--- config.mk ---
export PLATFORM = sky130hd
export DESIGN_NAME = tes_error_sense
export DESIGN_NICKNAME = d
export VERILOG_FILES = /design/src/tes_pkg.sv /design/src/tes_error_sense.sv /design/src/tes_nrzi_timer.sv
export SDC_FILE = /design/constraint.sdc
export NUM_CORES = 1
export LEC_CHECK = 0
export ABC_AREA = 1
export BUFFER_PORTS_ARGS = -buffer_cell sky130_fd_sc_hd__buf_4
export CAP_MARGIN = 20
export CORE_UTILIZATION = 50
export DETAILED_ROUTE_END_ITERATION = 16
export PLACE_DENSITY = 0.8
export SLEW_MARGIN = 10
export SYNTH_ARGS = -nofsm -noshare
export SYNTH_HDL_FRONTEND = slang
export SYNTH_SLANG_ARGS = --single-unit
--- constraint.sdc ---
create_clock -name clk -period 2.4 [get_ports clk]
set_input_delay 0.72 -clock clk [delete_from_list [all_inputs] [get_ports clk]]
set_output_delay 0.72 -clock clk [all_outputs]
set_load 0.05 [all_outputs]
--- src/tes_pkg.sv ---
package tes_pkg;

  // Recording modes the control can run in
  typedef enum logic [1:0] {
    TES_MODE_PE,
    TES_MODE_GCR6250,
    TES_MODE_NRZI7,
    TES_MODE_NRZI9
  } tes_mode_t;

  // Operation in progress
  typedef enum logic [2:0] {
    TES_OP_IDLE,
    TES_OP_READ_FWD,
    TES_OP_READ_BWD,
    TES_OP_WRITE,
    TES_OP_ERASE_GAP,
    TES_OP_WRITE_MARK
  } tes_op_t;

  // 7-track NRZI densities
  typedef enum logic [1:0] {
    TES_DEN_200,
    TES_DEN_556,
    TES_DEN_800
  } tes_density_t;

  // Mode and operation controls from the microprogram side
  typedef struct packed {
    tes_mode_t mode;
    tes_op_t op;
    tes_density_t density;
    logic parity_even;
    logic data_converter;
    logic translate;
  } tes_ctrl_t;

  // Read-back status from the read path
  typedef struct packed {
    logic phase_error_pointer;
    logic high_clip_parity_error;
    logic signal_loss_error;
    logic data_check;
    logic data_detected;
    logic interblock_gap;
    logic excess_postamble;
  } tes_read_stat_t;

  // Sense byte field positions
  localparam int TES_B1_NOISE_BIT = 0;
  localparam int TES_B3_ENV_BIT = 4;
  localparam int TES_B5_PARTIAL_BIT = 5;
  localparam int TES_B5_EXCESS_BIT = 6;
  localparam logic [7:0] TES_SENSE_RESET = 8'h00;

  // Track count of a 7-track frame (P plus six data)
  localparam int TES_TRACKS7 = 7;
  localparam int TES_PARITY_TRACK = 6;

  // Clock rate in MHz, NRZI character periods in ns
  localparam int TES_CLK_MHZ = 40;
  localparam int TES_CHAR_NS_200 = 40000;
  localparam int TES_CHAR_NS_556 = 14388;
  localparam int TES_CHAR_NS_800 = 10000;
  localparam int TES_CHAR_CYC_200 = (TES_CHAR_NS_200 * TES_CLK_MHZ) / 1000;
  localparam int TES_CHAR_CYC_556 = (TES_CHAR_NS_556 * TES_CLK_MHZ) / 1000;
  localparam int TES_CHAR_CYC_800 = (TES_CHAR_NS_800 * TES_CLK_MHZ) / 1000;
  // Write pulse width inside a character period, in ns
  localparam int TES_PULSE_NS = 1000;
  localparam int TES_PULSE_CYC = (TES_PULSE_NS * TES_CLK_MHZ + 999) / 1000;
  localparam int TES_CNT_W = 16;

endpackage
--- src/tes_error_sense.sv ---
`timescale 1ns/1ps
`default_nettype none
// Operation
// - PE write phase error sets envelope, data check
// - NRZI high-clip parity error sets envelope
// - Timing sensor loss on PE read or 6250 read/write sets envelope, as signal_loss_error does
// - Data check on 6250/PE read sets noise
// - Read with no transfer sets noise
// - Data during NRZI stop delay sets noise
// - Unexpected data in 6250/PE sets noise
// - Data during erase gap or mark sets noise
// - Interblock gap sets partial record bit
// - All-ones even parity, no converter, no translate: no parity-track pulse
// - Same NRZI sequence, interval scaled by density
// - PE partial record: bit5 on, bit6 off
module tes_error_sense
  import tes_pkg::*;
(
  input wire logic clk,
  input wire logic reset,
  input wire tes_ctrl_t ctrl,
  input wire tes_read_stat_t rd_stat,
  input wire logic [TES_TRACKS7-1:0] track_sensor_active,
  input wire logic op_active,
  input wire logic op_end,
  input wire logic byte_to_channel,
  input wire logic read_stop_delay,
  input wire logic data_expected,
  input wire logic write_char_valid,
  input wire logic [TES_TRACKS7-1:0] write_char,
  input wire logic sense_read_done,
  output logic [7:0] sense_byte1,
  output logic [7:0] sense_byte3,
  output logic [7:0] sense_byte5,
  output logic data_check_ind,
  output logic partial_record,
  output logic [TES_TRACKS7-1:0] write_bus_to_drive,
  output logic [TES_TRACKS7-1:0] read_pulse_return
);

  logic env_r;                // Envelope check
  logic env_nxt;
  logic noise_r;              // Noise
  logic noise_nxt;
  logic partial_r;            // Interblock gap seen
  logic partial_nxt;
  logic excess_r;             // Excess postamble companion bit
  logic excess_nxt;
  logic dchk_r;               // Data check indication
  logic dchk_nxt;
  logic xfer_r;               // Any byte sent this operation
  logic xfer_nxt;
  logic [TES_TRACKS7-1:0] wchar_r; // Character held for the write pulse
  logic [TES_TRACKS7-1:0] wchar_nxt;
  logic [TES_TRACKS7-1:0] wbus_r;
  logic [TES_TRACKS7-1:0] wbus_nxt;
  logic [TES_TRACKS7-1:0] rpulse_r;
  logic [TES_TRACKS7-1:0] rpulse_nxt;
  logic char_start;
  logic pulse_active;
  logic nrzi7_write;
  logic is_read;
  logic pe_or_gcr;
  logic is_nrzi;
  logic set_env;
  logic set_noise;
  logic set_dchk;

  // Mode decoding used in several places
  function automatic logic fast_mode(input tes_mode_t m);
    return (m == TES_MODE_PE) || (m == TES_MODE_GCR6250);
  endfunction

  function automatic logic read_op(input tes_op_t o);
    return (o == TES_OP_READ_FWD) || (o == TES_OP_READ_BWD);
  endfunction

  assign pe_or_gcr = fast_mode(ctrl.mode);
  assign is_read = read_op(ctrl.op);
  assign is_nrzi = !pe_or_gcr;
  assign nrzi7_write = (ctrl.mode == TES_MODE_NRZI7) && (ctrl.op == TES_OP_WRITE);

  // Character pacing for 7-track writing
  tes_nrzi_timer u_timer (
    .clk(clk),
    .reset(reset),
    .run(nrzi7_write && op_active),
    .density(ctrl.density),
    .char_start(char_start),
    .pulse_active(pulse_active)
  );

  // Envelope and data check set conditions
  always_comb begin
    set_env = 1'b0;
    set_dchk = 1'b0;
    if (ctrl.mode == TES_MODE_PE && ctrl.op == TES_OP_WRITE && rd_stat.phase_error_pointer) begin
      set_env = 1'b1;
      set_dchk = 1'b1;
    end
    if (is_nrzi && rd_stat.high_clip_parity_error) begin
      set_env = 1'b1;
    end
    // Loss of any track's timing sensor, or the read path's signal_loss_error flag
    if (op_active && ((ctrl.mode == TES_MODE_PE && is_read) ||
        (ctrl.mode == TES_MODE_GCR6250 && (is_read || ctrl.op == TES_OP_WRITE))) &&
        ((~track_sensor_active != '0) || rd_stat.signal_loss_error)) begin
      set_env = 1'b1;
    end
  end

  // Noise set conditions
  always_comb begin
    set_noise = 1'b0;
    if (pe_or_gcr && is_read && (rd_stat.data_check || set_dchk)) begin
      set_noise = 1'b1;
    end
    // A read ends with nothing sent; byte in the ending cycle still counts
    if (is_read && op_end && !xfer_r && !byte_to_channel) begin
      set_noise = 1'b1;
    end
    if (is_nrzi && is_read && read_stop_delay && rd_stat.data_detected) begin
      set_noise = 1'b1;
    end
    if (pe_or_gcr && op_active && !data_expected && rd_stat.data_detected) begin
      set_noise = 1'b1;
    end
    if ((ctrl.op == TES_OP_ERASE_GAP || ctrl.op == TES_OP_WRITE_MARK) && rd_stat.data_detected) begin
      set_noise = 1'b1;
    end
  end

  // Sticky sense bits: set wins over the clear from a sense read
  always_comb begin
    env_nxt = set_env | (env_r & ~sense_read_done);
    noise_nxt = set_noise | (noise_r & ~sense_read_done);
    dchk_nxt = set_dchk | (dchk_r & ~sense_read_done);
    partial_nxt = rd_stat.interblock_gap | (partial_r & ~sense_read_done);
    excess_nxt = rd_stat.excess_postamble | (excess_r & ~sense_read_done);
    // Transfer tracker restarts at each operation end
    if (op_end) begin
      xfer_nxt = 1'b0;
    end else begin
      xfer_nxt = xfer_r | (op_active & byte_to_channel);
    end
  end

  always_ff @(posedge clk) begin
    if (reset) begin
      env_r <= 1'b0;
      noise_r <= 1'b0;
      dchk_r <= 1'b0;
      partial_r <= 1'b0;
      excess_r <= 1'b0;
      xfer_r <= 1'b0;
    end else begin
      env_r <= env_nxt;
      noise_r <= noise_nxt;
      dchk_r <= dchk_nxt;
      partial_r <= partial_nxt;
      excess_r <= excess_nxt;
      xfer_r <= xfer_nxt;
    end
  end

  // 7-track write shaping: pulse per one bit, fixed width, then idle
  always_comb begin
    wchar_nxt = wchar_r;
    if (!nrzi7_write) begin
      wchar_nxt = '0;
    end else if (char_start) begin
      // No character offered: the period stays blank rather than repeating the last one
      wchar_nxt = write_char_valid ? write_char : '0;
      // All-ones with even parity, no converter, no translate: no parity flux
      if (write_char_valid && ctrl.parity_even && !ctrl.data_converter && !ctrl.translate &&
          (write_char[TES_PARITY_TRACK-1:0] == '1)) begin
        wchar_nxt[TES_PARITY_TRACK] = 1'b0;
      end
    end
    // Same sequence at each density, only the period differs
    wbus_nxt = pulse_active ? wchar_r : '0;
    // Read-back mirrors what was written, so the parity track stays quiet too
    rpulse_nxt = wbus_r;
  end

  always_ff @(posedge clk) begin
    if (reset) begin
      wchar_r <= '0;
      wbus_r <= '0;
      rpulse_r <= '0;
    end else begin
      wchar_r <= wchar_nxt;
      wbus_r <= wbus_nxt;
      rpulse_r <= rpulse_nxt;
    end
  end

  // Sense byte assembly; unused bits read zero
  always_comb begin
    sense_byte1 = TES_SENSE_RESET;
    sense_byte3 = TES_SENSE_RESET;
    sense_byte5 = TES_SENSE_RESET;
    sense_byte1[TES_B1_NOISE_BIT] = noise_r;
    sense_byte3[TES_B3_ENV_BIT] = env_r;
    sense_byte5[TES_B5_PARTIAL_BIT] = partial_r;
    sense_byte5[TES_B5_EXCESS_BIT] = excess_r;
  end

  assign data_check_ind = dchk_r;
  assign partial_record = (ctrl.mode == TES_MODE_PE) && partial_r && !excess_r;
  assign write_bus_to_drive = wbus_r;
  assign read_pulse_return = rpulse_r;

endmodule
`default_nettype wire

--- src/tes_nrzi_timer.sv ---
`timescale 1ns/1ps
`default_nettype none
// Paces 7-track NRZI characters; one sequence, period scaled by density
module tes_nrzi_timer
  import tes_pkg::*;
(
  input wire logic clk,
  input wire logic reset,
  input wire logic run,
  input wire tes_density_t density,
  output logic char_start,
  output logic pulse_active
);

  logic [TES_CNT_W-1:0] cnt_r;
  logic [TES_CNT_W-1:0] cnt_nxt;
  logic [TES_CNT_W-1:0] period;

  // Only the period length depends on density
  always_comb begin
    unique case (density)
      TES_DEN_200: period = TES_CNT_W'(TES_CHAR_CYC_200);
      TES_DEN_556: period = TES_CNT_W'(TES_CHAR_CYC_556);
      TES_DEN_800: period = TES_CNT_W'(TES_CHAR_CYC_800);
      default: period = TES_CNT_W'(TES_CHAR_CYC_800);
    endcase
  end

  // Next count: wraps at the period, parks at zero when idle
  always_comb begin
    if (!run) begin
      cnt_nxt = '0;
    end else if (cnt_r >= period - TES_CNT_W'(1)) begin
      cnt_nxt = '0;
    end else begin
      cnt_nxt = cnt_r + TES_CNT_W'(1);
    end
  end

  always_ff @(posedge clk) begin
    if (reset) begin
      cnt_r <= '0;
    end else begin
      cnt_r <= cnt_nxt;
    end
  end

  assign char_start = run && (cnt_r == '0);
  // Window opens one count after the character is taken, so the held character
  // is already the new one when the first pulse cycle is latched; no stale flux
  assign pulse_active = run && (cnt_r != '0) && (cnt_r <= TES_CNT_W'(TES_PULSE_CYC));

endmodule
`default_nettype wire

==> impl_metrics.csv <==
group,metric,value,unit
outcome,status,"finished clean",
yosys,synth_compound_area_frac,0.03908,
placement,gp_congestion,0.8227,
clocking,cts_tree,"yes",
clocking,postCtsResizedCells,0,
pwr,power_density,496.8,nW/um^2
yosys,synth_xor_area_frac,0.03747,
yosys,avgSynthCellArea,7.350,um^2
critical_path,worstReg2RegEnd,"u_timer.cnt_r[7]",
critical_path,critPathCaptureType,"primary output",
timing,timing.hold.ws,0.4170,ns
placement,postPlaceCellArea,2729,um^2
yosys,synth_area,2337,um^2
yosys,syn_inst,318,
floorplanning,die_w,70.37,um
drt,firstDrtPassIters,4,
timing,skew,0.006961,ns
yosys,synth_top_flop_cell,"dfxtp_1",
critical_path,crit_slowest_cell,"buf_4",
cells_and_area,syn2layout_area_growth,20.72,%
pwr,power_leakage,1.296,nW
clocking,clock_latency,0.30,ns
pwr,peakVddDrop,0.2872,mV
timing,rsz0062_at_grt,"no",
drt,via_per_inst,4.516,
floorplanning,die_area,4952,um^2
floorplanning,core,4414,um^2
floorplanning,dieHeight,70.37,um
timing,post-route-min-period,2.095,ns
yosys,ys_seq_area_frac,0.3683,
timing,fin_setup_tns,0,ns
global_route,grt_pass1_wl,7.127,mm
clocking,cts_made_buffers,5,
clocking,cts_max_level,2,
timing,finalCritPeriodShare,0.8730,
drt,m1WireLength,1.643,mm
critical_path,ff2ff_setup_slack,0.80,ns
clocking,cts_root_buf,"clkbuf_8",
critical_path,crit_arrival,1.38,ns
critical_path,r2r_cells,8,
yosys,synth_edf_count,0,
cells_and_area,final_nets,430,
drt,wl_met3,213,um
placement,port_buffers,59,
drt,dr_wl_met2,2.113,mm
yosys,synth_top_family_by_area,"simple AND/OR/NAND/NOR gates",
global_route,grt_usage,0.1791,
hold_path,hold_class,"reg -> reg",
pwr,power.total,1.402,mW
flow_run,max_cap_viol_count,0,
cells_and_area,drive_above_1_share,0.2421,
yosys,post_synth_fa_ha_maj_area_fraction,0.05889,
yosys,async_flop_share,0,
timing,hold_viol,0,
global_route,grt.overflow.total,0,
clocking,path_clk_slew,0.08,ns
cells_and_area,diodes,0,
critical_path,cp-endpoint,"partial_record",
critical_path,critPathTopFamily,"buffers and inverters",
drt,drc,0,
critical_path,critical_path_class,"in -> out",
global_route,antenna_found_initial,0,
clocking,post_cts_buffers,0,
floorplanning,ioPinCount,80,
yosys,synth_mux_area_frac,0,
timing,slew_violations,0,
timing,setup_viol,0,
critical_path,path_depth,5,
cells_and_area,fin_area,2821,um^2
drt,routed.top_layer,"met4",
yosys,synth_cell_types,31,
floorplanning,start_util,0.5295,
drt,vias,1951,
critical_path,reg2reg_from,"u_timer.cnt_r[11]",
drt,drt-initial-drc-count,65,
critical_path,crit_path_cell_trace,"buf_4 -> nor2_1 -> nand2_1 -> nor2_1 -> buf_4",
critical_path,crit_buf_inv,2,
clocking,clk_path_buf_depth,2,
critical_path,cp-start-kind,"input port",
critical_path,critPathLaunch,"ctrl[9]",
global_route,grt_pass1_vias,1737,
yosys,ys_warn_count,0,
yosys,yosys.area_share.simple,0.3324,
floorplanning,rows,24,
timing,max_freq,477.3,MHz
global_route,grt_max_degree,16,
drt,wl_per_cell,9.412,um
drt,antenna_left,0,
clocking,cts.sinks,43,
clocking,cts_hold_buffers,0,
critical_path,critical_path.max_fanout,6,
drt,wl,4.066,mm
yosys,synth-seq-cells,43,
critical_path,cpPeakStageDelay,0.20,ns
placement,dp_hpwl,3.333,mm
critical_path,critPathRequiredTime,1.68,ns
[cell usage after synthesis, types with 2 or more instances]
| cell | instances | share of area |
|---|---|---|
| nor2_2 | 12 | 0.032 |
| nor2_4 | 4 | 0.019 |
| inv_1 | 45 | 0.072 |
| nor3_1 | 5 | 0.011 |
| nand2_2 | 2 | 0.0054 |
| dfxtp_1 | 43 | 0.37 |
| xnor2_1 | 2 | 0.0075 |
| a21oi_1 | 10 | 0.021 |
| conb_1 | 2 | 0.0032 |
| clkbuf_1 | 3 | 0.0048 |
| nand4_1 | 10 | 0.027 |
| nand3_1 | 10 | 0.021 |
| ha_1 | 11 | 0.059 |
| nor2_1 | 55 | 0.088 |
| nand2_1 | 58 | 0.093 |
| xor2_1 | 8 | 0.030 |
| buf_4 | 24 | 0.077 |
[state kept, by name (all words and copies together) (netlist names)]
name and count:
partial_r 1, noise_r 1, excess_r 1, u_timer.cnt_r 16
write_bus_to_drive 7, wchar_r 7, data_check_ind 1, env_r 1
xfer_r 1, read_pulse_return 7
[worst register-to-register path, delay by kind of cell, from the launching register on]
family | cells | cell delay [ns]
AO/OA/AOI/OAI | 1 | 0.10
adder cells (fa/ha/maj) | 1 | 0.28
buffers and inverters | 1 | 0.04
flip-flops | 1 | 0.41
AND/OR/NAND/NOR | 5 | 0.71
[cell families (layout without fill, tap and decap cells)]
family / after synthesis / in the layout
AND/OR/NAND/NOR: 162 / 162
buffers and inverters: 74 / 113
flip-flops: 43 / 43
AO/OA/AOI/OAI: 16 / 16
adder cells (fa/ha/maj): 11 / 11
XOR/XNOR: 10 / 10
other: 2 / 25
[metal layers]
| layer | GRT usage | vias to the layer above |
|---|---|---|
| li1 | - | 1043 |
| met3 | 0.05051 | 11 |
| met1 | 0.1907 | 852 |
| met5 | 0 | - |
| met2 | 0.3270 | 45 |
| met4 | 0.07333 | 0 |
[layout by cell type (no fill, tap or decap), drive strengths merged, types with 2 or more instances in the layout]
cell type	n
nand2	61
clkbuf	5
dfxtp	43
nor2	72
a21oi	10
inv	47
nor3	5
buf	59
nand4	10
nand3	11
xnor2	2
o21ai	2
clkinvlp	2
xor2	8
ha	11
conb	25
[through the flow]
step	utilization	instances	setup WS (ns)
after floorplan	-	341	0.1423
after global placement	0.6182	424	0.1970
after detailed placement	0.6182	424	0.1546
after CTS	0.6392	432	0.3083
after global routing	0.6392	432	0.2505
final	0.6392	432	0.3048
[final cells by class]
cell class | count | area [um^2]
clock buffer | 5 | 68.82
clock inverter | 3 | 23.77
fill | 412 | 1593
inverter | 46 | 172.7
multi-input combinational | 224 | 1187
sequential | 43 | 860.8
tap | 52 | 65.06
timing repair buffer | 59 | 442.9
[how the worst min path moves through the flow]
stage                           from                    end  slack, ns  cells after the start
4_1_cts        write_bus_to_drive[5]   read_pulse_return[5]       0.42                      2
3_3_place_gp   write_bus_to_drive[4]   read_pulse_return[4]       0.41                      2
3_5_place_dp   write_bus_to_drive[5]   read_pulse_return[5]       0.41                      2
2_1_floorplan             wchar_r[0]  write_bus_to_drive[0]       0.41                      2
6_report       write_bus_to_drive[5]   read_pulse_return[5]       0.42                      2
5_1_grt        write_bus_to_drive[5]   read_pulse_return[5]       0.44                      2
[power by group]
group	total [mW]	leakage, nW	switching, mW	internal, mW
Clock	0.464	0.0408	0.257	0.208
Combinational	0.213	0.907	0.144	0.0690
Sequential	0.725	0.348	0.00345	0.721
Total	1.40	1.30	0.404	0.998
No activity file was read; power rests on OpenSTA's default activity.
